[config.mk]
export PLATFORM = sky130hd
export DESIGN_NAME = ccr_regbank
export DESIGN_NICKNAME = d
export VERILOG_FILES = /design/src/rtl/ccr_frame.v /design/src/rtl/ccr_regbank.v /design/src/rtl/ccr_sync.v
export VERILOG_INCLUDE_DIRS = /design/src /design/src/include
export SDC_FILE = /design/constraint.sdc
export NUM_CORES = 1
export LEC_CHECK = 0
export ABC_AREA = 1
export BUFFER_PORTS_ARGS = -buffer_cell sky130_fd_sc_hd__buf_4
export CAP_MARGIN = 30
export CORE_AREA = 2 2 163 181
export DETAILED_ROUTE_END_ITERATION = 16
export DIE_AREA = 0 0 165 183
export SKIP_LAST_GASP = 1
export SLEW_MARGIN = 20
export SYNTH_ARGS = -nofsm -noshare
export SYNTH_HDL_FRONTEND = slang
export SYNTH_SLANG_ARGS = --single-unit
[constraint.sdc]
create_clock -name mclk_in -period 2.1 [get_ports mclk_in]
set_input_delay 0.63 -clock mclk_in [delete_from_list [all_inputs] [get_ports mclk_in]]
set_output_delay 0.63 -clock mclk_in [all_outputs]
set_load 0.02 [all_outputs]
[src/include/ccr_consts.vh]
// constants of the codec control register port
`ifndef CCR_CONSTS_VH
`define CCR_CONSTS_VH

// ----------------------------------------------------------------
// register addresses
// ----------------------------------------------------------------
`define CCR_ADDR_DAC_CONFIG_A 4'h0
`define CCR_ADDR_DAC_CONFIG_B 4'h1
`define CCR_ADDR_DAC_GAIN_CH0 4'h2
`define CCR_ADDR_DAC_GAIN_CH5 4'h7
`define CCR_ADDR_ADC_PEAK_CH0 4'h8
`define CCR_ADDR_ADC_PEAK_CH3 4'hB
`define CCR_ADDR_ADC_CONFIG_A 4'hC
`define CCR_ADDR_ADC_CONFIG_B 4'hD
`define CCR_ADDR_ADC_CONFIG_C 4'hE
`define CCR_ADDR_UNUSED_SLOT 4'hF

// ----------------------------------------------------------------
// reset values
// ----------------------------------------------------------------
`define CCR_RST_CONFIG 10'h000
`define CCR_RST_GAIN 10'h3FF
`define CCR_RST_RESERVED 10'h000

// ----------------------------------------------------------------
// control word layout and field positions
// ----------------------------------------------------------------
`define CCR_WORD_BITS 5'h10
`define CCR_HDR_BITS 5'h05
`define CCR_DATA_START 5'h06
`define CCR_WA_WIDTH_HI 4
`define CCR_WA_WIDTH_LO 3
`define CCR_WA_RATE 1
`define CCR_WA_PD 0
`define CCR_WB_MUTE_HI 5
`define CCR_AA_PD 8
`define CCR_AA_GAIN_HI 2
`define CCR_AB_MUTE_HI 3
`define CCR_AB_FMT_HI 8
`define CCR_AB_FMT_LO 6
`define CCR_AB_MASTER 9
`define CCR_AC_CLK_HI 7
`define CCR_AC_CLK_LO 6

// ----------------------------------------------------------------
// serial output format codes and TDM frame shape
// ----------------------------------------------------------------
`define CCR_FMT_I2S 3'h0
`define CCR_FMT_TDM 3'h6
`define CCR_TDM_SLOTS 8
`define CCR_TDM_SLOT_W 5

`endif

[src/rtl/ccr_frame.v]
// extended TDM frame counter for master operation
`timescale 1ns/1ps
`include "ccr_consts.vh"
module ccr_frame #(
	parameter SLOTS = `CCR_TDM_SLOTS,
	parameter SLOT_W = `CCR_TDM_SLOT_W,
	parameter CNT_W = 8
) (
	input wire mclk_in,
	input wire rst_in,
	input wire enable_in,
	input wire bit_rise_in,
	output reg frame_sync_out,
	output reg [CNT_W-SLOT_W-1:0] slot_index_out
);
	localparam integer LAST_I = SLOTS * (1 << SLOT_W) - 1;
	localparam [CNT_W-1:0] LAST = LAST_I[CNT_W-1:0];
	reg [CNT_W-1:0] bit_cnt;

	// ----------------------------------------------------------------
	// bit counter: 8 slots of 32 bits, 256 bit clocks
	// ----------------------------------------------------------------
	always @(posedge mclk_in) begin
		if (rst_in || !enable_in) begin
			bit_cnt <= {CNT_W{1'b0}};
			frame_sync_out <= 1'b0;
			slot_index_out <= {(CNT_W-SLOT_W){1'b0}};
		end else if (bit_rise_in) begin
			if (bit_cnt == LAST) begin
				bit_cnt <= {CNT_W{1'b0}};
			end else begin
				bit_cnt <= bit_cnt + 1'b1;
			end
			// sync marks the first bit clock of each frame
			frame_sync_out <= (bit_cnt == LAST);
			slot_index_out <= (bit_cnt == LAST) ? {(CNT_W-SLOT_W){1'b0}} :
				bit_cnt[CNT_W-1:SLOT_W] + ((bit_cnt[SLOT_W-1:0] == {SLOT_W{1'b1}}) ?
				1'b1 : 1'b0);
		end
	end
endmodule

[src/rtl/ccr_regbank.v]
// codec control register bank behind the four-wire serial control port
`timescale 1ns/1ps
`include "ccr_consts.vh"
module ccr_regbank (
	input wire mclk_in,
	input wire rst_in,
	input wire control_serial_clock_in,
	input wire control_word_select_n_in,
	input wire control_serial_in,
	output reg control_serial_out_out,
	output wire control_serial_out_oe_out,
	input wire audio_bit_clock_in,
	input wire [9:0] adc_peak_ch0_in,
	input wire [9:0] adc_peak_ch1_in,
	input wire [9:0] adc_peak_ch2_in,
	input wire [9:0] adc_peak_ch3_in,
	output wire [2:0] serial_output_format_out,
	output wire tdm_master_out,
	output wire tdm_active_out,
	output wire [1:0] word_width_out,
	output wire rate_96k_out,
	output wire [1:0] clock_mode_out,
	output wire [2:0] adc_gain_out,
	output wire [5:0] dac_mute_out,
	output wire [3:0] adc_mute_out,
	output wire dac_powerdown_out,
	output wire adc_powerdown_out,
	output wire [9:0] dac_gain_ch0_out,
	output wire [9:0] dac_gain_ch1_out,
	output wire [9:0] dac_gain_ch2_out,
	output wire [9:0] dac_gain_ch3_out,
	output wire [9:0] dac_gain_ch4_out,
	output wire [9:0] dac_gain_ch5_out,
	output wire frame_sync_out,
	output wire [2:0] slot_index_out
);
	// ----------------------------------------------------------------
	// states of the control word receiver
	// ----------------------------------------------------------------
	localparam [2:0] ST_IDLE = 3'b001;
	localparam [2:0] ST_SHIFT = 3'b010;
	localparam [2:0] ST_LATCH = 3'b100;

	reg [2:0] state;
	reg [2:0] next_state;

	// ----------------------------------------------------------------
	// register storage
	// ----------------------------------------------------------------
	reg [9:0] dac_config_a;
	reg [9:0] dac_config_b;
	reg [9:0] dac_gain_ch0;
	reg [9:0] dac_gain_ch1;
	reg [9:0] dac_gain_ch2;
	reg [9:0] dac_gain_ch3;
	reg [9:0] dac_gain_ch4;
	reg [9:0] dac_gain_ch5;
	reg [9:0] adc_config_a;
	reg [9:0] adc_config_b;
	reg [9:0] adc_config_c;

	// ----------------------------------------------------------------
	// pin synchronisation and edge detection
	// ----------------------------------------------------------------
	wire [3:0] pins_sync;
	wire sclk_s;
	wire sel_n_s;
	wire sdi_s;
	wire bclk_s;
	reg sclk_d;
	reg sel_n_d;
	reg bclk_d;

	ccr_sync #(
		.WIDTH(4)
	) u_sync (
		.mclk_in(mclk_in),
		.rst_in(rst_in),
		// bit order: control clock in bit 0, select in 1, data in 2, bit clock in 3
		.async_in({
			audio_bit_clock_in,
			control_serial_in,
			control_word_select_n_in,
			control_serial_clock_in
		}),
		.sync_out(pins_sync)
	);

	assign sclk_s = pins_sync[0];
	assign sel_n_s = pins_sync[1];
	assign sdi_s = pins_sync[2];
	assign bclk_s = pins_sync[3];

	// delayed copies reset to the cleared synchroniser value, not the pin's idle
	// level: a mismatch would fake a select fall right after reset
	always @(posedge mclk_in) begin
		if (rst_in) begin
			sclk_d <= 1'b0;
			sel_n_d <= 1'b0;
			bclk_d <= 1'b0;
		end else begin
			sclk_d <= sclk_s;
			sel_n_d <= sel_n_s;
			bclk_d <= bclk_s;
		end
	end

	// ----------------------------------------------------------------
	// edge detectors on the synchronised pins
	// ----------------------------------------------------------------
	wire sclk_rise = sclk_s & ~sclk_d;
	wire sclk_fall = ~sclk_s & sclk_d;
	wire sel_fall = ~sel_n_s & sel_n_d;
	wire sel_rise = sel_n_s & ~sel_n_d;
	wire bclk_rise = bclk_s & ~bclk_d;

	// ----------------------------------------------------------------
	// control word shifter
	// ----------------------------------------------------------------
	reg [15:0] shift_in;
	reg [4:0] bit_cnt;
	reg overrun;
	reg rd_active;
	reg [9:0] out_shift;

	wire [3:0] word_addr = shift_in[15:12];
	wire word_is_read = shift_in[11];
	wire [9:0] word_data = shift_in[9:0];
	// bit 10 is never looked at, so a word with it set still writes its data
	wire commit = (state == ST_LATCH) && sclk_rise;
	// peak and reserved slots have no storage, so their writes end here
	wire addr_is_peak = (word_addr >= `CCR_ADDR_ADC_PEAK_CH0) &&
		(word_addr <= `CCR_ADDR_ADC_PEAK_CH3);
	wire addr_is_reserved = (word_addr == `CCR_ADDR_UNUSED_SLOT);
	wire addr_writable = !addr_is_peak && !addr_is_reserved;
	wire do_write = commit && !word_is_read && addr_writable;

	// ----------------------------------------------------------------
	// read data select
	// ----------------------------------------------------------------
	function [9:0] read_word;
		input [3:0] a;
		begin
			case (a)
				`CCR_ADDR_DAC_CONFIG_A: read_word = dac_config_a;
				`CCR_ADDR_DAC_CONFIG_B: read_word = dac_config_b;
				4'h2: read_word = dac_gain_ch0;
				4'h3: read_word = dac_gain_ch1;
				4'h4: read_word = dac_gain_ch2;
				4'h5: read_word = dac_gain_ch3;
				4'h6: read_word = dac_gain_ch4;
				`CCR_ADDR_DAC_GAIN_CH5: read_word = dac_gain_ch5;
				`CCR_ADDR_ADC_PEAK_CH0: read_word = adc_peak_ch0_in;
				4'h9: read_word = adc_peak_ch1_in;
				4'hA: read_word = adc_peak_ch2_in;
				`CCR_ADDR_ADC_PEAK_CH3: read_word = adc_peak_ch3_in;
				`CCR_ADDR_ADC_CONFIG_A: read_word = adc_config_a;
				`CCR_ADDR_ADC_CONFIG_B: read_word = adc_config_b;
				`CCR_ADDR_ADC_CONFIG_C: read_word = adc_config_c;
				default: read_word = `CCR_RST_RESERVED;
			endcase
		end
	endfunction

	// ----------------------------------------------------------------
	// receiver next-state logic
	// ----------------------------------------------------------------
	// the clock alone never starts a word; only select does
	always @* begin
		next_state = state;
		case (state)
			ST_IDLE: begin
				if (sel_fall) begin
					next_state = ST_SHIFT;
				end
			end
			ST_SHIFT: begin
				if (sel_rise) begin
					// short or long words are dropped, never latched
					if (bit_cnt == `CCR_WORD_BITS && !overrun) begin
						next_state = ST_LATCH;
					end else begin
						next_state = ST_IDLE;
					end
				end
			end
			ST_LATCH: begin
				// a new word before the extra clock loses the old word
				if (sel_fall) begin
					next_state = ST_SHIFT;
				end else if (sclk_rise) begin
					next_state = ST_IDLE;
				end
			end
			default: next_state = ST_IDLE;
		endcase
	end

	// ----------------------------------------------------------------
	// receiver state and input shifter
	// ----------------------------------------------------------------
	always @(posedge mclk_in) begin
		if (rst_in) begin
			state <= ST_IDLE;
		end else begin
			state <= next_state;
		end
	end

	always @(posedge mclk_in) begin
		if (rst_in) begin
			shift_in <= 16'h0000;
			bit_cnt <= 5'h00;
			overrun <= 1'b0;
		end else if (state != ST_SHIFT && next_state == ST_SHIFT) begin
			bit_cnt <= 5'h00;
			overrun <= 1'b0;
		end else if (state == ST_SHIFT && sclk_rise && !sel_n_s) begin
			shift_in <= {shift_in[14:0], sdi_s};
			if (bit_cnt == `CCR_WORD_BITS) begin
				overrun <= 1'b1;
			end else begin
				bit_cnt <= bit_cnt + 5'h01;
			end
		end
	end

	// ----------------------------------------------------------------
	// read data out, ten bits in the data field of the same word
	// ----------------------------------------------------------------
	always @(posedge mclk_in) begin
		if (rst_in) begin
			rd_active <= 1'b0;
			out_shift <= 10'h000;
			control_serial_out_out <= 1'b0;
		end else if (state != ST_SHIFT) begin
			rd_active <= 1'b0;
			control_serial_out_out <= 1'b0;
		end else if (sclk_fall) begin
			// five bits in: the address and the read flag are complete
			if (bit_cnt == `CCR_HDR_BITS && shift_in[0]) begin
				rd_active <= 1'b1;
				out_shift <= read_word(shift_in[4:1]);
			end else if (rd_active && bit_cnt >= `CCR_DATA_START &&
				bit_cnt < `CCR_WORD_BITS) begin
				control_serial_out_out <= out_shift[9];
				out_shift <= {out_shift[8:0], 1'b0};
			end
		end
	end

	// ----------------------------------------------------------------
	// serial output enable, only while the read word is still framed
	// ----------------------------------------------------------------
	assign control_serial_out_oe_out = rd_active && (state == ST_SHIFT);

	// ----------------------------------------------------------------
	// power-down fallback to I2S
	// ----------------------------------------------------------------
	// setting either power-down bit drops the audio port back to I2S, so
	// the host must program TDM again after every power-down
	wire pd_dac = (word_addr == `CCR_ADDR_DAC_CONFIG_A) && word_data[`CCR_WA_PD];
	wire pd_adc = (word_addr == `CCR_ADDR_ADC_CONFIG_A) && word_data[`CCR_AA_PD];
	wire pd_request = do_write && (pd_dac || pd_adc);

	// ----------------------------------------------------------------
	// register writes
	// ----------------------------------------------------------------

	always @(posedge mclk_in) begin
		if (rst_in) begin
			dac_config_a <= `CCR_RST_CONFIG;
			dac_config_b <= `CCR_RST_CONFIG;
			dac_gain_ch0 <= `CCR_RST_GAIN;
			dac_gain_ch1 <= `CCR_RST_GAIN;
			dac_gain_ch2 <= `CCR_RST_GAIN;
			dac_gain_ch3 <= `CCR_RST_GAIN;
			dac_gain_ch4 <= `CCR_RST_GAIN;
			dac_gain_ch5 <= `CCR_RST_GAIN;
			adc_config_a <= `CCR_RST_CONFIG;
			adc_config_b <= `CCR_RST_CONFIG;
			adc_config_c <= `CCR_RST_CONFIG;
		end else if (do_write) begin
			case (word_addr)
				`CCR_ADDR_DAC_CONFIG_A: dac_config_a <= word_data;
				`CCR_ADDR_DAC_CONFIG_B: dac_config_b <= word_data;
				4'h2: dac_gain_ch0 <= word_data;
				4'h3: dac_gain_ch1 <= word_data;
				4'h4: dac_gain_ch2 <= word_data;
				4'h5: dac_gain_ch3 <= word_data;
				4'h6: dac_gain_ch4 <= word_data;
				`CCR_ADDR_DAC_GAIN_CH5: dac_gain_ch5 <= word_data;
				`CCR_ADDR_ADC_CONFIG_A: adc_config_a <= word_data;
				`CCR_ADDR_ADC_CONFIG_B: adc_config_b <= word_data;
				`CCR_ADDR_ADC_CONFIG_C: adc_config_c <= word_data;
				default: dac_config_a <= dac_config_a;
			endcase
			if (pd_request) begin
				adc_config_b[`CCR_AB_FMT_HI:`CCR_AB_FMT_LO] <= `CCR_FMT_I2S;
			end
		end
	end

	// ----------------------------------------------------------------
	// decoded controls
	// ----------------------------------------------------------------
	assign serial_output_format_out = adc_config_b[`CCR_AB_FMT_HI:`CCR_AB_FMT_LO];
	assign tdm_master_out = adc_config_b[`CCR_AB_MASTER];
	assign tdm_active_out = (serial_output_format_out == `CCR_FMT_TDM);
	assign word_width_out = dac_config_a[`CCR_WA_WIDTH_HI:`CCR_WA_WIDTH_LO];
	// the 96 kHz request is held off while TDM framing is chosen
	assign rate_96k_out = dac_config_a[`CCR_WA_RATE] && !tdm_active_out;
	assign clock_mode_out = adc_config_c[`CCR_AC_CLK_HI:`CCR_AC_CLK_LO];
	assign adc_gain_out = adc_config_a[`CCR_AA_GAIN_HI:0];
	assign dac_mute_out = dac_config_b[`CCR_WB_MUTE_HI:0];
	assign adc_mute_out = adc_config_b[`CCR_AB_MUTE_HI:0];
	assign dac_powerdown_out = dac_config_a[`CCR_WA_PD];
	assign adc_powerdown_out = adc_config_a[`CCR_AA_PD];

	// ----------------------------------------------------------------
	// volume outputs
	// ----------------------------------------------------------------
	assign dac_gain_ch0_out = dac_gain_ch0;
	assign dac_gain_ch1_out = dac_gain_ch1;
	assign dac_gain_ch2_out = dac_gain_ch2;
	assign dac_gain_ch3_out = dac_gain_ch3;
	assign dac_gain_ch4_out = dac_gain_ch4;
	assign dac_gain_ch5_out = dac_gain_ch5;

	// ----------------------------------------------------------------
	// TDM frame generation as master
	// ----------------------------------------------------------------
	// a powered-down ADC also stops the frame counter
	wire frame_enable = tdm_active_out && tdm_master_out && !adc_powerdown_out;

	ccr_frame #(
		.SLOTS(`CCR_TDM_SLOTS),
		.SLOT_W(`CCR_TDM_SLOT_W),
		.CNT_W(8)
	) u_frame (
		.mclk_in(mclk_in),
		.rst_in(rst_in),
		.enable_in(frame_enable),
		.bit_rise_in(bclk_rise),
		.frame_sync_out(frame_sync_out),
		.slot_index_out(slot_index_out)
	);
endmodule

[src/rtl/ccr_sync.v]
// two-flop synchroniser bank for pin inputs
`timescale 1ns/1ps
module ccr_sync #(
	parameter WIDTH = 4
) (
	input wire mclk_in,
	input wire rst_in,
	input wire [WIDTH-1:0] async_in,
	output wire [WIDTH-1:0] sync_out
);
	genvar i;
	generate
		for (i = 0; i < WIDTH; i = i + 1) begin : g_bit
			reg meta;
			reg stable;
			// the first stage feeds the second stage only
			always @(posedge mclk_in) begin
				if (rst_in) begin
					meta <= 1'b0;
					stable <= 1'b0;
				end else begin
					meta <= async_in[i];
					stable <= meta;
				end
			end
			assign sync_out[i] = stable;
		end
	endgenerate
endmodule

Word level (Yosys, flattened, before mapping)
Index checks and enable logic that the tools add are counted.
Operators by class
  add/sub/neg operators: 3
  magnitude comparators: 4
  eq/ne operators: 35
  muxes and demuxes: 14
  bitwise logic cells: 14
  reductions and logical operators: 53
Operators by type and width (number)
  10-bit one-hot mux with 15 select lines: 1
  4-bit equality test, second input constant: 11
  4-bit by 3-bit equality test with 1-bit output, second input constant: 8
  2-bit AND reduction: 16
  3-bit two-way mux: 7
  10-bit two-way mux: 2
  1-bit logical AND: 19
  4-bit by 2-bit equality test with 1-bit output, second input constant: 4
  5-bit equality test, second input constant: 2
  9-bit two-way mux: 1
  1-bit NOT: 9
  3-bit one-hot mux with 3 select lines: 1
  8-bit by 1-bit adder with 8-bit output, second input constant: 1
  4-bit by 1-bit equality test with 1-bit output, second input constant: 2
  8-bit equality test, second input constant: 1
  1-bit logical NOT: 8
  4-bit logical NOT: 2
  8-bit two-way mux: 1
  3-bit by 2-bit equality test with 1-bit output, second input constant: 2
  3-bit equality test, second input constant: 2
  3-bit AND reduction: 2
  5-bit by 1-bit adder with 5-bit output, second input constant: 1
  1-bit bitwise AND: 5
  5-bit by 3-bit equality test with 1-bit output, second input constant: 1
  other kinds (11): 14
Storage, ports and cells
  flip-flop bits (word level): 170
  input port bits: 46
  output and inout bits: 91
  word-level logic and storage cells: 156

Longest topological paths before layout
  depth after elaboration: 9
  gate-level depth with buffers: 12
  gate-level depth less buffers: 11

Cells and area by module
From an unflattened synthesis, not the netlist that was laid out.
Unflattened totals
  cells, all modules: 1169
  area total of the unflattened synthesis: 8141.6 µm²
Modules (own cells, without submodules)
  ccr_regbank: instances 1, cells an instance 1056, area each 7274.5 µm²
  ccr_frame: instances 1, cells an instance 84, area each 605.6 µm²
  ccr_sync: instances 1, cells an instance 29, area each 261.5 µm²

Worst setup path after synthesis
Ideal clock, no wire load.
  kind: reg-to-reg
  start point: reg u_frame.bit_cnt[0]
  end point: reg u_frame.slot_index_out[2]
  library setup time: 122 ps
  arrival time: 1573 ps
  slack: 405 ps
  stages on the path, launching flop included: 10
  path buffers: 0
  period minus slack after synthesis: 1695 ps
  path through: dfxtp_1 ha_1 inv_1 nor3_1 ha_1 ha_1 ha_1 or2_2 nand3_1 a21oi_1
Between the ends
  longest elaborated chain between the ends: 4
  elaborated cells on any way between the ends: 5
Ends and longest elaborated chain
  from (decl): line ccr_frame.v:18  | reg [CNT_W-1:0] bit_cnt;
  from (signal assigned): line ccr_frame.v:25  | bit_cnt <= {CNT_W{1'b0}};
  from (signal assigned): line ccr_frame.v:30  | bit_cnt <= {CNT_W{1'b0}};
  from (signal assigned): line ccr_frame.v:32  | bit_cnt <= bit_cnt + 1'b1;
  5-bit equality test: line ccr_frame.v:37  | bit_cnt[CNT_W-1:SLOT_W] + ((bit_cnt[SLOT_W-1:0] == {SLOT_W{1'b1}}) ?
  1-bit two-way mux: line ccr_frame.v:37
  3-bit adder: line ccr_frame.v:37
  3-bit two-way mux (*): line ccr_frame.v:36  | slot_index_out <= (bit_cnt == LAST) ? {(CNT_W-SLOT_W){1'b0}} :
  to (signal assigned): line ccr_frame.v:27  | slot_index_out <= {(CNT_W-SLOT_W){1'b0}};
  to (signal assigned): line ccr_frame.v:36
  to (decl): line ccr_frame.v:14  | output reg [CNT_W-SLOT_W-1:0] slot_index_out
Every way passes the cells marked *; elsewhere a longest branch is shown, timed or not.
A chain may end at the register's enable or synchronous reset.

Worst setup path in the final report
  start point: reg state[0]
  end point: out control_serial_out_oe_out
Between the ends
  longest elaborated chain between the ends: 2
Ends and longest elaborated chain
  from (decl): line ccr_regbank.v:44  | reg [2:0] state;
  from (signal assigned): line ccr_regbank.v:206  | state <= next_state;
  3-bit by 2-bit equality test with 1-bit output: line ccr_regbank.v:255  | assign control_serial_out_oe_out = rd_active && (state == ST_SHIFT);
  1-bit logical AND: line ccr_regbank.v:255
  to (decl): line ccr_regbank.v:11  | output wire control_serial_out_oe_out,
No other way between the ends.

==> results.ini <==
[outcome]
status=complete, no violations

[timing]
tightest_slew_ns=0.497
hold_viol=0
fmax_mhz=514
fin_crit_sh=0.927
fin_setup_tns_ns=0
finalClockSkew_ns=0.0126
slew_headroom=0.666
setup_viol=0
maxSlewViolCount=0
rsz0062_at_grt=false
fin_crit_ns=1.95

[die]
die_area_um2=30200
coreArea_um2=28400
io_pins=137
initial_utilization=0.285
row_count=65
die_h_um=183
die_w_um=165

[synth]
netlist_area_um2=8100
syn-instance-count=1176
synth_top_area_share=0.420
netlist_top_cells_area=dfxtp_1, nand2_1, nand3_1, o211ai_1, a21oi_1
yosysSeqAreaShare=0.420
synthDistinctLibCells=32
syn-num-nets=1229
synth_top_area_cell=dfxtp_1
ys_ff_latch=170
syn_area_per_cell_um2=6.89
yosysWarnings=0

[final_layout]
final_cell_mix=nand2_1, buf_4, dfxtp_1
nets=1350
insertedDiodeCount=0
final_cell_count_no_fill=1678
final_util=0.357
drive_gt1_frac=0.186
final_common_cell=nand2_1
syn_to_final_growth_pct=25.1

[cts]
cts_tree=built
cts.sinks=170
cts_made_buffers=17
clk_latency_ns=0.43
cts.clk_slew.worst_paths_ns=0.07
ctsRootBufferMaster=clkbuf_16
hold_buffers=0
post_cts_buffers=0
htreeDepth=4
clockBufferDepth=2

[detailed_routing]
wire_per_inst_um=17.8
num_vias=8292
wl_mm=29.8
drc=0
ant_nets=0
drtPass1Iterations=5
drt_iter0_drc=806
via_per_inst=4.94

[global_route]
grt-ovfl-total=0
antenna_found_initial=0
grt_max_degree=77
grt_pass1_wl_mm=45.3
grt_pass1_vias=7747
grt_usage=0.197

[worst_setup_path]
endpoint_kind=output port
cp_data_arrival_time_ns=1.32
crit_chain=inv_1 > nand3_2 > nor2_2 > buf_4
crit_family=simple AND/OR/NAND/NOR gates
path_buf_inv=2
start_kind=register
path_class=reg -> out
crit_required_ns=1.47
worstPathMaxFanout=6
slowest_delay_ns=0.31
critical-path-slowest-cell=dfxtp_1

[placed_design]
dpl.cell_count=1646
io_buffers=136
dpl.hpwl_mm=22.4
globalplace.congestion=0.979

[power]
p_switching_mw=1.57
seqPwrFrac=0.503
power_density_nw_per_um2=636
clkPwrFrac=0.470
p_int_mw=4.88
power.leakage_nw=4.71
p_sw_frac=0.244
peakVddDrop_mv=0.378
combinationalPowerShare=0.028

[hold_path]
hold_path.class=in -> reg

[job]
maxCapViolCount=0

per-layer routing:
metal / part of all wire / track usage
met5: 0 / 0
met4: 0.046 / 0.0936
met3: 0.078 / 0.0387
met2: 0.46 / 0.314
met1: 0.42 / 0.256
flip-flops by register name (all words and copies together) (netlist names), 4 cells and up:
| signal | cells |
|---|---|
| adc_config_a | 10 |
| adc_config_b | 10 |
| adc_config_c | 10 |
| bit_cnt | 5 |
| dac_config_a | 10 |
| dac_config_b | 10 |
| dac_gain_ch0_out | 10 |
| dac_gain_ch1_out | 10 |
| dac_gain_ch2_out | 10 |
| dac_gain_ch3_out | 10 |
| dac_gain_ch4_out | 10 |
| dac_gain_ch5_out | 10 |
| out_shift | 10 |
| shift_in | 16 |
| u_frame.bit_cnt | 8 |
| u_sync.g_bit.meta | 4 |
| u_sync.g_bit.stable | 4 |
stage by stage:
step	area, µm²	hold slack, ns	worst slack, ns	power [mW]
after floorplan	8100	0.388	0.405	3.39
after global placement	9570	0.396	0.107	3.49
after detailed placement	9570	0.397	0.166	3.49
after CTS	10100	0.387	0.00854	6.50
after global routing	10100	0.401	0.0567	6.66
final	10100	0.398	0.154	6.45
timing repair:
| action | 4_1_cts | 5_1_grt |
|---|---|---|
| resized for setup | 0 | 5 |
| hold endpoints to repair | 0 | 0 |
| endpoints found under the setup margin | 0 | 5 |
final cells by class:
| type | count | area, µm² |
|---|---|---|
| repair buffers | 185 | 1440 |
| clock inverters | 15 | 133 |
| inverters | 110 | 414 |
| well taps | 368 | 460 |
| flip-flops and latches | 170 | 3410 |
| fillers | 3007 | 18200 |
| multi-input cells | 813 | 3860 |
| clock buffers | 17 | 425 |
final timing paths:
kind	startpoint	end	slack, ns	cells after the start
worst max-delay path	state[0]$_SDFF_PP1_	control_serial_out_oe_out	0.15	4
worst min-delay path	control_word_select_n_in	u_sync.g_bit[1].meta$_SDFF_PP0_	0.40	3
worst max register to register	shift_in[1]$_SDFFE_PP0P_	out_shift[9]$_SDFFE_PP0P_	0.19	12
worst min register to register	u_sync.g_bit[1].meta$_SDFF_PP0_	u_sync.g_bit[1].stable$_SDFF_PP0_	0.40	2
worst register-to-register path, stage by stage, from the launching register on:
cell and delay, ns:
dfxtp_1 0.40, inv_2 0.10, buf_4 0.18, nand2_1 0.18, nor2_1 0.40, nand2_1 0.09
nand2_1 0.07, inv_1 0.06, nand2_1 0.06, nor2_1 0.04, nand2_1 0.05, nand2_1 0.05
a21oi_1 0.14
cell families after synthesis:
| group | synth area share |
|---|---|
| AND/OR/NAND/NOR | 0.322 |
| buffers and inverters | 0.106 |
| AO/OA/AOI/OAI | 0.137 |
| flip-flops | 0.420 |
| adder cells (fa/ha/maj) | 0.0108 |
| XOR/XNOR | 0.00432 |
power by group through the flow:
| stage | registers [mW] | clock network (mW) | logic, mW |
|---|---|---|---|
| final | 3.24 | 3.03 | 0.177 |
| after detailed placement | 3.31 | 0 | 0.176 |
| after global placement | 3.31 | 0 | 0.176 |
| after floorplan | 3.31 | 0 | 0.0741 |
| after global routing | 3.24 | 3.22 | 0.194 |
| after CTS | 3.24 | 3.08 | 0.176 |
cell usage after synthesis (all sizes together):
library cell and count:
nor3b 4, clkbuf 33, or2 1, xor2 3, nand4 4, nand2 329, o21ai 28, nand3 155
clkinv 5, nor3 16, o221ai 1, a21oi 86, o211ai 59, ha 7, buf 50, inv 105
o2111ai 1, nand3b 1, xnor2 1, nor2 107, a211oi 10, dfxtp 170
Note: power is estimated with default switching activity, not from simulation.
